[src/logic/pfm_pkg.sv]
/*
 * shared constants and types of the fault monitor: source indices, register map,
 * reset values, deglitch timing and the device state codes.
 * assumes a 50 MHz clock and a 32-bit classic wishbone register bus.
 */
package pfm_pkg;

  // ==========================================================================
  // fault sources
  localparam int NSRC      = 20;
  localparam int IDX_SDUV  = 0;   // six step-down undervoltage monitors
  localparam int IDX_SDOV  = 6;   // six step-down overvoltage monitors
  localparam int IDX_LDOUV = 12;  // three linear regulator undervoltage monitors
  localparam int IDX_HC    = 15;
  localparam int IDX_DROOP = 16;
  localparam int IDX_REFIN = 17;
  localparam int IDX_OTW   = 18;
  localparam int IDX_OTS   = 19;
  localparam int NSD       = 6;
  localparam int NLDO      = 3;
  localparam int NRSTOUT   = 2;

  // sources whose shutdown response software may choose, and those always fatal
  localparam logic [NSRC-1:0] SHUT_CFG_MASK = 20'h27FFF;
  localparam logic [NSRC-1:0] SHUT_FORCED   = 20'h90000;
  localparam logic [NSRC-1:0] SHUT_RST      = 20'h27FFF;
  localparam logic [NSRC-1:0] MASK_RST      = 20'h00000;
  localparam logic [NSRC-1:0] ZERO_SRC      = 20'h00000;

  // ==========================================================================
  // register map (byte addresses)
  localparam logic [7:0] ADR_STICKY   = 8'h00;
  localparam logic [7:0] ADR_LIVE     = 8'h04;
  localparam logic [7:0] ADR_MASK     = 8'h08;
  localparam logic [7:0] ADR_SHUTSEL  = 8'h0C;
  localparam logic [7:0] ADR_CTRL     = 8'h10;
  localparam logic [7:0] ADR_STATE    = 8'h14;
  localparam logic [7:0] ADR_DEG_BASE = 8'h80;  // one word per source, 0x80..0xCC

  // ==========================================================================
  // deglitch timing: counts are in ticks of 10 us
  localparam int TICK_NS  = 10000;
  localparam int CLK_NS   = 20;
  localparam int TICK_CYC = TICK_NS / CLK_NS;
  localparam logic [8:0] TICK_LAST = 9'(TICK_CYC - 1);
  localparam logic [7:0] DEG_SLOW  = 8'h64;   // 1 ms
  localparam logic [7:0] DEG_FAST  = 8'h0A;   // 0.1 ms

  // ==========================================================================
  // control register
  typedef enum logic [1:0] {
    DROOP_THR_5V   = 2'b00,
    DROOP_THR_LION = 2'b01,
    DROOP_THR_3V   = 2'b10
  } pfm_droop_thr_t;

  typedef struct packed {
    logic [3:0]     hc_limit;
    logic [3:0]     otw_thr;
    logic           term_ref_enable;
    pfm_droop_thr_t droop_thr;
    logic           droop_en;
  } pfm_ctrl_t;

  localparam int CTRL_W = 12;
  localparam pfm_ctrl_t CTRL_RST = '{hc_limit: 4'h8, otw_thr: 4'h8, term_ref_enable: 1'b1,
                                     droop_thr: DROOP_THR_LION, droop_en: 1'b0};

  // ==========================================================================
  // device states
  typedef enum logic [2:0] {
    ST_RESET    = 3'b000,
    ST_STANDBY  = 3'b001,
    ST_ACTIVE   = 3'b010,
    ST_PWROFF   = 3'b011,
    ST_FAULTOFF = 3'b100
  } pfm_state_t;

endpackage : pfm_pkg

[src/logic/pfm_fault_monitor.sv]
/*
 * fault monitor and interrupt logic of a multi-rail power device: deglitched
 * monitors, sticky and live status, mask, shutdown selection, device state and
 * the open-drain interrupt.
 * assumes comparator inputs synchronous to clk_i, a sequencer that performs the
 * power-off sequence on request, and a classic wishbone master.
 */
`timescale 1ns/1ns

module pfm_fault_monitor
  import pfm_pkg::*;
(
  input  wire logic               clk_i,
  input  wire logic               rst_i,
  // wishbone slave
  input  wire logic [7:0]         wb_adr_i,
  input  wire logic [31:0]        wb_dat_i,
  input  wire logic [3:0]         wb_sel_i,
  input  wire logic               wb_we_i,
  input  wire logic               wb_cyc_i,
  input  wire logic               wb_stb_i,
  output logic [31:0]             wb_dat_o,
  output logic                    wb_ack_o,
  // monitor comparators
  input  wire logic [NSD-1:0]     sd_uv_i,
  input  wire logic [NSD-1:0]     sd_ov_i,
  input  wire logic [NSD-1:0]     sd_en_i,
  input  wire logic [NLDO-1:0]    ldo_power_good_i,
  input  wire logic [NLDO-1:0]    ldo_en_i,
  input  wire logic               high_current_i,
  input  wire logic               droop_below_i,
  input  wire logic               refin_below_fall_i,
  input  wire logic               refin_above_rise_i,
  input  wire logic               otw_i,
  input  wire logic               ots_i,
  input  wire logic               analog_supply_lockout_i,
  // sequencer
  input  wire logic               power_on_i,
  input  wire logic               sd2_softstart_done_i,
  input  wire logic               sd2_powerdown_i,
  input  wire logic               sd2_on_i,
  input  wire logic               poweroff_done_i,
  output logic                    rails_run_o,
  output logic                    poweroff_req_o,
  output logic                    fault_off_o,
  output logic [NRSTOUT-1:0]      reset_out_n_o,
  output logic                    term_ref_on_o,
  // analog settings
  output logic [1:0]              droop_thr_o,
  output logic [3:0]              otw_thr_o,
  output logic [3:0]              high_current_limit_setting_o,
  // interrupt pin, open drain
  output logic                    irq_n_o,
  output logic                    irq_oe_n_o
);

  // ==========================================================================
  // registers
  logic [NSRC-1:0]   sticky_r, sticky_nxt;
  logic [NSRC-1:0]   mask_r;
  logic [NSRC-1:0]   shutsel_r;
  pfm_ctrl_t         ctrl_r;
  logic [7:0]        deg_r [NSRC];
  pfm_state_t        state_r, state_nxt;
  logic              otw_q_r;
  logic [8:0]        tick_cnt_r;
  logic              ack_r;
  logic [31:0]       rdat_r;
  logic              irq_oe_n_r;
  logic [NRSTOUT-1:0] reset_out_n_r;
  logic              term_ref_on_r;

  // ==========================================================================
  // bus decode
  wire               bus_req    = wb_cyc_i & wb_stb_i & ~ack_r;
  wire               bus_wr     = bus_req & wb_we_i;
  wire [31:0]        wmask      = {{8{wb_sel_i[3]}}, {8{wb_sel_i[2]}},
                                   {8{wb_sel_i[1]}}, {8{wb_sel_i[0]}}};
  wire [31:0]        wbits      = wb_dat_i & wmask;
  wire               hit_sticky = (wb_adr_i == ADR_STICKY);
  wire               hit_live   = (wb_adr_i == ADR_LIVE);
  wire               hit_mask   = (wb_adr_i == ADR_MASK);
  wire               hit_shut   = (wb_adr_i == ADR_SHUTSEL);
  wire               hit_ctrl   = (wb_adr_i == ADR_CTRL);
  wire               hit_state  = (wb_adr_i == ADR_STATE);
  wire [4:0]         deg_idx    = wb_adr_i[6:2];
  wire               hit_deg    = wb_adr_i[7] & (wb_adr_i[1:0] == 2'b00)
                                  & (deg_idx < 5'(NSRC));

  // ==========================================================================
  // deglitch tick and filters
  wire               tick = (tick_cnt_r == TICK_LAST);
  logic [NSRC-1:0]   raw;
  logic [NSRC-1:0]   filt;

  wire               refin_window = sd2_softstart_done_i & ~sd2_powerdown_i;

  // enable gating, linear power good ungated
  assign raw[IDX_SDUV +: NSD]   = sd_uv_i & sd_en_i;
  assign raw[IDX_SDOV +: NSD]   = sd_ov_i & sd_en_i;
  assign raw[IDX_LDOUV +: NLDO] = ~ldo_power_good_i;
  assign raw[IDX_HC]            = high_current_i;
  assign raw[IDX_DROOP]         = droop_below_i & ctrl_r.droop_en;
  assign raw[IDX_REFIN]         = refin_below_fall_i & refin_window;
  assign raw[IDX_OTW]           = otw_i;
  assign raw[IDX_OTS]           = ots_i;

  for (genvar g = 0; g < NSRC; g++) begin : g_deg
    pfm_deglitch u_deg (
      .clk_i   (clk_i),
      .rst_i   (rst_i),
      .tick_i  (tick),
      .raw_i   (raw[g]),
      .limit_i (deg_r[g]),
      .filt_o  (filt[g])
    );
  end

  // ==========================================================================
  // live and sticky status
  // live view, linear bits shown as power good
  wire [NSRC-1:0] live = filt ^ {{(NSRC-IDX_LDOUV-NLDO){1'b0}}, {NLDO{1'b1}},
                                 {IDX_LDOUV{1'b0}}};
  wire            monitoring = (state_r == ST_ACTIVE);
  logic [NSRC-1:0] set_lvl;
  logic [NSRC-1:0] clr_ok;
  // configurable sources, droop and temperature shutdown always fatal
  // warning bit sits in neither shutdown mask
  wire [NSRC-1:0] shut_eff = (shutsel_r & SHUT_CFG_MASK) | SHUT_FORCED;

  always_comb begin
    set_lvl = filt;
    // linear undervoltage latches only while enabled
    set_lvl[IDX_LDOUV +: NLDO] = filt[IDX_LDOUV +: NLDO] & ldo_en_i;
    // warning latches on a rising live edge
    set_lvl[IDX_OTW] = filt[IDX_OTW] & ~otw_q_r;
    if (!monitoring) begin
      set_lvl = ZERO_SRC;
    end
    // level source relatches in any state while live stays high
    set_lvl[IDX_OTS] = filt[IDX_OTS];
    clr_ok = ~ZERO_SRC;
    if (shut_eff[IDX_REFIN]) begin
      clr_ok[IDX_REFIN] = (state_r != ST_PWROFF);
    end else begin
      clr_ok[IDX_REFIN] = refin_above_rise_i;
    end
  end

  wire [NSRC-1:0] w1c = (bus_wr & hit_sticky) ? wbits[NSRC-1:0] : ZERO_SRC;

  // write one to clear; a set in the same cycle wins
  assign sticky_nxt = set_lvl | (sticky_r & ~(w1c & clr_ok));

  // ==========================================================================
  // shutdown decision
  // a latching fault selected for shutdown trips the sequence
  wire            shut_trip = |(set_lvl & shut_eff);
  wire            irq_pend = |(sticky_r & ~mask_r);

  // ==========================================================================
  // device state machine
  always_comb begin
    state_nxt = state_r;
    unique case (state_r)
      ST_RESET: begin
        state_nxt = ST_STANDBY;
      end
      ST_STANDBY: begin
        // wait indefinitely for the supply to clear the droop level
        if (power_on_i && !(ctrl_r.droop_en && droop_below_i)) begin
          state_nxt = ST_ACTIVE;
        end
      end
      ST_ACTIVE: begin
        if (shut_trip) begin
          state_nxt = ST_PWROFF;
        end else if (!power_on_i) begin
          state_nxt = ST_STANDBY;
        end
      end
      ST_PWROFF: begin
        if (poweroff_done_i) begin
          state_nxt = ST_FAULTOFF;
        end
      end
      ST_FAULTOFF: begin
        // restart needs the power-on request to drop first
        if (!power_on_i) begin
          state_nxt = ST_STANDBY;
        end
      end
      default: begin
        state_nxt = ST_RESET;
      end
    endcase
    if (analog_supply_lockout_i) begin
      state_nxt = ST_RESET;
    end
  end

  // ==========================================================================
  // read mux
  logic [31:0] rmux;

  always_comb begin
    rmux = 32'h0000_0000;
    if (hit_sticky) begin
      rmux[NSRC-1:0] = sticky_r;
    end else if (hit_live) begin
      rmux[NSRC-1:0] = live;
    end else if (hit_mask) begin
      rmux[NSRC-1:0] = mask_r;
    end else if (hit_shut) begin
      rmux[NSRC-1:0] = shut_eff;
    end else if (hit_ctrl) begin
      rmux[CTRL_W-1:0] = ctrl_r;
    end else if (hit_state) begin
      rmux[2:0] = state_r;
    end else if (hit_deg) begin
      rmux[7:0] = deg_r[deg_idx];
    end
  end

  // a reserved threshold code leaves the field unchanged
  wire        thr_legal = (wbits[2:1] != 2'b11) && wb_sel_i[0];
  pfm_ctrl_t  ctrl_wr;

  always_comb begin
    ctrl_wr = pfm_ctrl_t'((ctrl_r & ~wmask[CTRL_W-1:0]) | wbits[CTRL_W-1:0]);
    if (!thr_legal) begin
      ctrl_wr.droop_thr = ctrl_r.droop_thr;
    end
  end

  // ==========================================================================
  // bus-side registers
  always_ff @(posedge clk_i) begin
    if (rst_i) begin
      ack_r      <= 1'b0;
      rdat_r     <= 32'h0000_0000;
      tick_cnt_r <= 9'h000;
    end else begin
      ack_r      <= bus_req;
      rdat_r     <= rmux;
      tick_cnt_r <= tick ? 9'h000 : tick_cnt_r + 9'h001;
    end
  end

  always_ff @(posedge clk_i) begin
    if (rst_i) begin
      mask_r    <= MASK_RST;
      shutsel_r <= SHUT_RST;
      ctrl_r    <= CTRL_RST;
    end else if (bus_wr) begin
      if (hit_mask) begin
        mask_r <= (mask_r & ~wmask[NSRC-1:0]) | wbits[NSRC-1:0];
      end
      if (hit_shut) begin
        shutsel_r <= (shutsel_r & ~wmask[NSRC-1:0]) | wbits[NSRC-1:0];
      end
      if (hit_ctrl) begin
        ctrl_r <= ctrl_wr;
      end
    end
  end

  always_ff @(posedge clk_i) begin
    for (int i = 0; i < NSRC; i++) begin
      if (rst_i) begin
        deg_r[i] <= (i == IDX_HC || i == IDX_DROOP) ? DEG_FAST : DEG_SLOW;
      end else if (bus_wr && hit_deg && deg_idx == 5'(i) && wb_sel_i[0]) begin
        deg_r[i] <= wb_dat_i[7:0];
      end
    end
  end

  // ==========================================================================
  // status, state and pin registers
  always_ff @(posedge clk_i) begin
    if (rst_i) begin
      sticky_r      <= ZERO_SRC;
      otw_q_r       <= 1'b0;
      state_r       <= ST_RESET;
      irq_oe_n_r    <= 1'b1;
      reset_out_n_r <= '0;
      term_ref_on_r <= 1'b0;
    end else begin
      sticky_r      <= sticky_nxt;
      otw_q_r       <= filt[IDX_OTW];
      state_r       <= state_nxt;
      // pull the line low while anything unmasked is pending
      irq_oe_n_r    <= ~irq_pend;
      // every reset output held asserted outside normal operation
      reset_out_n_r <= (state_nxt == ST_ACTIVE) ? '1 : '0;
      term_ref_on_r <= ctrl_r.term_ref_enable & sd2_on_i;
    end
  end

  // ==========================================================================
  // outputs
  assign wb_ack_o       = ack_r;
  assign wb_dat_o       = rdat_r;
  assign irq_n_o        = 1'b0;
  assign irq_oe_n_o     = irq_oe_n_r;
  assign reset_out_n_o  = reset_out_n_r;
  assign term_ref_on_o  = term_ref_on_r;
  assign poweroff_req_o = (state_r == ST_PWROFF);
  assign rails_run_o    = (state_r == ST_ACTIVE);
  assign fault_off_o    = (state_r == ST_FAULTOFF);
  assign droop_thr_o    = ctrl_r.droop_thr;
  assign otw_thr_o      = ctrl_r.otw_thr;
  // threshold to the current comparator, no shutdown path for this source
  assign high_current_limit_setting_o = ctrl_r.hc_limit;

endmodule : pfm_fault_monitor

[src/logic/pfm_deglitch.sv]
/*
 * one deglitch filter: the output follows the raw input only after the input
 * has held its new level for the programmed number of ticks.
 * assumes raw is synchronous to clk and tick is a one-cycle pulse.
 */
`timescale 1ns/1ns
module pfm_deglitch
  import pfm_pkg::*;
(
  input  wire logic       clk_i,
  input  wire logic       rst_i,
  input  wire logic       tick_i,
  input  wire logic       raw_i,
  input  wire logic [7:0] limit_i,
  output logic            filt_o
);

  logic [7:0] cnt_r;
  logic       filt_r;
  wire        differs = raw_i ^ filt_r;
  wire        reached = (cnt_r >= limit_i);

  // ==========================================================================
  // counter restarts whenever the input returns, so a glitch never accumulates
  always_ff @(posedge clk_i) begin
    if (rst_i) begin
      cnt_r  <= 8'h00;
      filt_r <= 1'b0;
    end else if (!differs) begin
      cnt_r <= 8'h00;
    end else if (reached) begin
      cnt_r  <= 8'h00;
      filt_r <= raw_i;
    end else if (tick_i) begin
      cnt_r <= cnt_r + 8'h01;
    end
  end

  assign filt_o = filt_r;

endmodule : pfm_deglitch

[config.mk]
export PLATFORM = sky130hd
export DESIGN_NAME = pfm_fault_monitor
export DESIGN_NICKNAME = d
export VERILOG_FILES = /design/src/logic/pfm_pkg.sv /design/src/logic/pfm_fault_monitor.sv /design/src/logic/pfm_deglitch.sv
export SDC_FILE = /design/constraint.sdc
export NUM_CORES = 1
export LEC_CHECK = 0
export BUFFER_PORTS_ARGS = -buffer_cell sky130_fd_sc_hd__buf_2
export CORE_ASPECT_RATIO = 1.2
export CORE_UTILIZATION = 45
export CTS_BUF_LIST = sky130_fd_sc_hd__clkbuf_8
export DETAILED_ROUTE_END_ITERATION = 7
export PLACE_DENSITY = 0.67
export SLEW_MARGIN = 20
export SYNTH_ARGS = -nofsm -noshare
export SYNTH_HDL_FRONTEND = slang
export SYNTH_SLANG_ARGS = --single-unit
[constraint.sdc]
create_clock -name clk_i -period 3.7 [get_ports clk_i]
set_clock_uncertainty 0.1 [all_clocks]
set_input_delay 0.74 -clock clk_i [delete_from_list [all_inputs] [get_ports clk_i]]
set_output_delay 0.74 -clock clk_i [all_outputs]
set_load 0.01 [all_outputs]
==> key figures <==
GRT
  – Gr usage total: 24.35%
  – Global-route congestion overflow total: 0
  – Vias in the first global route: 18629
  – Number of antenna violations at the first check in global routing: 4
  – Largest net degree at the start of global routing: 83
  – First-pass GRT wire length: 101500 um

Setup path
  – Worst Setup End Kind: flip-flop
  – Crit Reg-Reg Endpoint: deg_r[10][6]$_SDFFCE_PN1P_
  – Reg-to-reg critical path startpoint: wb_ack_o$_SDFF_PP0_
  – Startpoint type of the worst setup path: primary input
  – R2R cell count: 7
  – Largest fanout of any net on the critical path: 19
  – Data arrival time at the worst-slack endpoint: 3.17 ns
  – Start-to-end type of the worst setup path: in -> reg
  – Reg2reg setup slack: 1.14 ns
  – Req. time, crit path: 4.18 ns

Logic synthesis
  – Cell type with the largest total area after synthesis: dfxtp_1
  – Post-synthesis instance area: 24000 um^2
  – Share of synthesized cell area in full adder, half adder and majority cells: 9.436%
  – Average size of a mapped cell: 9.554 um^2
  – Synthesized instance count: 2512
  – Main area contributors after synthesis: dfxtp_1, edfxtp_1, ha_1, xor2_1, nor2_1
  – Compound-cell area share of the yosys netlist: 8.591%
  – Primary FF master, synth: dfxtp_1
  – Share of synthesized registers carrying an async set or reset: 0%
  – Multiplexer area fraction after synthesis: 6.584%
  – Post-synth top area share: 23.77%
  – Yosys cell types: 66
  – EDFF count, synth: 160
  – Largest family of logic cells by synthesized area: simple AND/OR/NAND/NOR gates
  – Synth Area in XOR/XNOR: 6.058%
  – Seq cells post-synth: 445
  – Yosys warning count: 0
  – Fraction of the yosys area taken by sequential cells: 43.79%
  – Simple logic cell fraction of the synthesized area: 19.21%

Cells and area
  – Final-stage net count: 2892
  – Number of standard cells in the layout, taps in and fillers out: 3395
  – Finished Core Util: 50.97%
  – Share of layout cells above drive strength 1: 12.91%
  – Signed area change from the synthesized netlist to the final layout: 11.72%
  – Layout Cell Area excl Fill: 26810 um^2

Clock network
  – Root buffer selected by CTS: clkbuf_8
  – Clock transition at the registers of the reported paths: 0.06 ns
  – Number of gates given a new drive strength after cts: 0
  – CTS tree: done
  – Hold buffer count at cts: 0
  – Post-CTS Setup Bufs: 0
  – Cts bufs inserted: 76
  – Deepest level of the CTS H-tree: 3
  – # clock sinks: 445
  – Maximum root-to-sink buffer count: 3
  – Worst skew pair latency: 0.68 ns

Route
  – Count of nets left with antenna violations after detail routing: 0
  – Remaining DRCs: 0
  – Routed via count divided by cell count: 5.505
  – Number of design-rule violations left by the first detailed-router iteration: 1318
  – Via count: 18688
  – Routed wire per std cell: 19.13 um
  – Total wire length: 64940 um
  – Detailed-router iteration count before antenna repair: 6

Timing
  – Total negative slack: 0 ns
  – Final setup violation count: 0
  – Post-route clock period utilization: 72.69%
  – Setup repair after global routing missed its margin: no
  – Count of pins over their slew limit: 0
  – Peak Freq: 0.3718 GHz
  – Worst slew margin relative to its limit: 37.22%
  – Final period demand of the worst path: 2.690 ns
  – Transition time at the pin with the least slew margin: 0.9417 ns
  – Endpoints failing hold: 0

Worst hold path
  – Hold Path Stages: 2
  – Worst min-delay path endpoint: state_r[0]$_SDFF_PP0_
  – Hold_sp: analog_supply_lockout_i
  – Class of the worst hold path: in -> reg

Flow run
  – Max-Cap Viols: 0

Power
  – Pwr/cell area: 380.9 nW/um^2
  – Leak pwr: 0.01093 uW
  – Worst voltage drop across the vdd grid: 0.2915 mV

Place
  – Routability-driven placement congestion ratio: 0.8978
  – Number of placed instances with taps included: 3253
  – Detailed placement HPWL: 46770 um
  – Post-DP Area: 25280 um^2
  – Total of buffers placed on input and output ports: 109

Floorplan
  – Total die area: 54270 um^2
  – Vert. Die Dim: 255.0 um
  – Boundary pin count: 136
  – Initial core utilization: 45.62%
  – Num rows: 92
  – Die extent in x: 212.8 um
  – Core area: 52610 um^2

Status
  – Result of the run: finished clean
==> where the power goes <==
group | internal [uW] | switching [uW] | total, uW
logic | 208 | 386 | 594
registers | 5120 | 48.1 | 5170
clock network | 2400 | 2060 | 4450
total | 7720 | 2490 | 10200
==> cell usage after synthesis, types with 17 or more instances <==
| cell type | number |
|---|---|
| xnor2_1 | 49 |
| mux2i_1 | 69 |
| nand2_1 | 192 |
| mux4_2 | 31 |
| mux2_2 | 17 |
| or3_1 | 29 |
| nand2b_1 | 59 |
| o22ai_1 | 26 |
| inv_1 | 219 |
| a21oi_1 | 106 |
| and3_1 | 23 |
| nand4_1 | 54 |
| ha_1 | 181 |
| edfxtp_1 | 160 |
| nor2b_1 | 29 |
| and4_1 | 17 |
| and2_1 | 91 |
| buf_4 | 33 |
| a22oi_1 | 21 |
| nand3_1 | 69 |
| a21o_1 | 19 |
| nor3_1 | 37 |
| xor2_1 | 117 |
| o21ai_0 | 60 |
| clkbuf_1 | 74 |
| nor2_1 | 265 |
| buf_2 | 27 |
| dfxtp_1 | 285 |
==> worst max-delay path by stage <==
stage | start | endpoint | slack, ns | depth (start not counted)
floorplan | wb_adr_i[4] | deg_r[15][0]$_SDFFCE_PN0P_ | 0.65 | 7
global placement | wb_adr_i[3] | wb_dat_o[4]$_SDFF_PP0_ | 0.47 | 7
detailed placement | wb_adr_i[3] | wb_dat_o[4]$_SDFF_PP0_ | 0.44 | 7
CTS | state_r[1]$_SDFF_PP0_ | poweroff_req_o | 1.00 | 3
global route | wb_ack_o$_SDFF_PP0_ | deg_r[17][3]$_SDFFCE_PN0P_ | 0.96 | 7
finish | wb_adr_i[3] | wb_dat_o[4]$_SDFF_PP0_ | 1.01 | 7
==> worst max-delay path, stage by stage <==
cell and delay, ns:
buf_4 0.30, buf_4 0.35, mux4_2 0.37, mux4_2 0.48
a311oi_1 0.52, o31ai_1 0.19, a21o_1 0.20
==> per-stage QoR <==
stage | total power, uW | setup slack [ns] | hold WS, ns
3_3_place_gp | 5840 | 0.4667 | 0.3207
3_5_place_dp | 5857 | 0.4428 | 0.3456
6_report | 10210 | 1.011 | 0.1737
5_1_grt | 10550 | 0.9641 | 0.1769
2_1_floorplan | 5617 | 0.6514 | 0.3487
4_1_cts | 10280 | 1.004 | 0.1367
==> per-layer routing <==
metal  wire, um  global-route usage (%)
met2      31610                   42.22
met4       2098                   10.22
met3       4465                   4.221
met1      26740                   29.64
met5         26                       0
==> final cells by class <==
class	count	area [um^2]
clock inverter	47	256.5
timing repair buffer	165	1049
clock buffer	92	1266
tap	705	882.1
sequential	445	10510
inverter	219	822.0
fill	4782	25790
multi-input combinational	1719	12020
antenna	3	7.507
==> cell families (layout without fill, tap and decap cells) <==
group,Yosys count,count (layout)
and+or+nand+nor,916,916
DFF,445,445
buffers and inverters,360,523
AOI/OAI and AO/OA,326,326
adders and majority gates,181,181
xor gates and xnor gates,166,166
muxes,117,117
other,1,16
==> cell usage in the layout (no fill, tap or decap), types with 8 or more instances in the layout <==
master and n:
nand2b_1 59, xor2_1 117, nand4_1 54, buf_4 53, o21ai_0 60, nand2_1 192
nand3_1 69, and4_1 17, o211ai_1 8, a21oi_1 106, nor3_2 13, buf_2 106
a2111oi_0 14, inv_1 250, conb_1 13, a21o_1 19, nor2b_1 29, dfxtp_1 285
and3_1 23, nor3_1 37, mux2_2 17, xnor2_1 49, mux4_2 31, o21a_1 15
nor2_1 265, nor4_1 16, mux2i_1 69, o22ai_1 26, a221oi_1 13, clkbuf_8 92
ha_1 181, a22oi_1 21, edfxtp_1 160, a211oi_1 11, and2_1 91, or3_1 29
(Power assumes the default switching activity.)
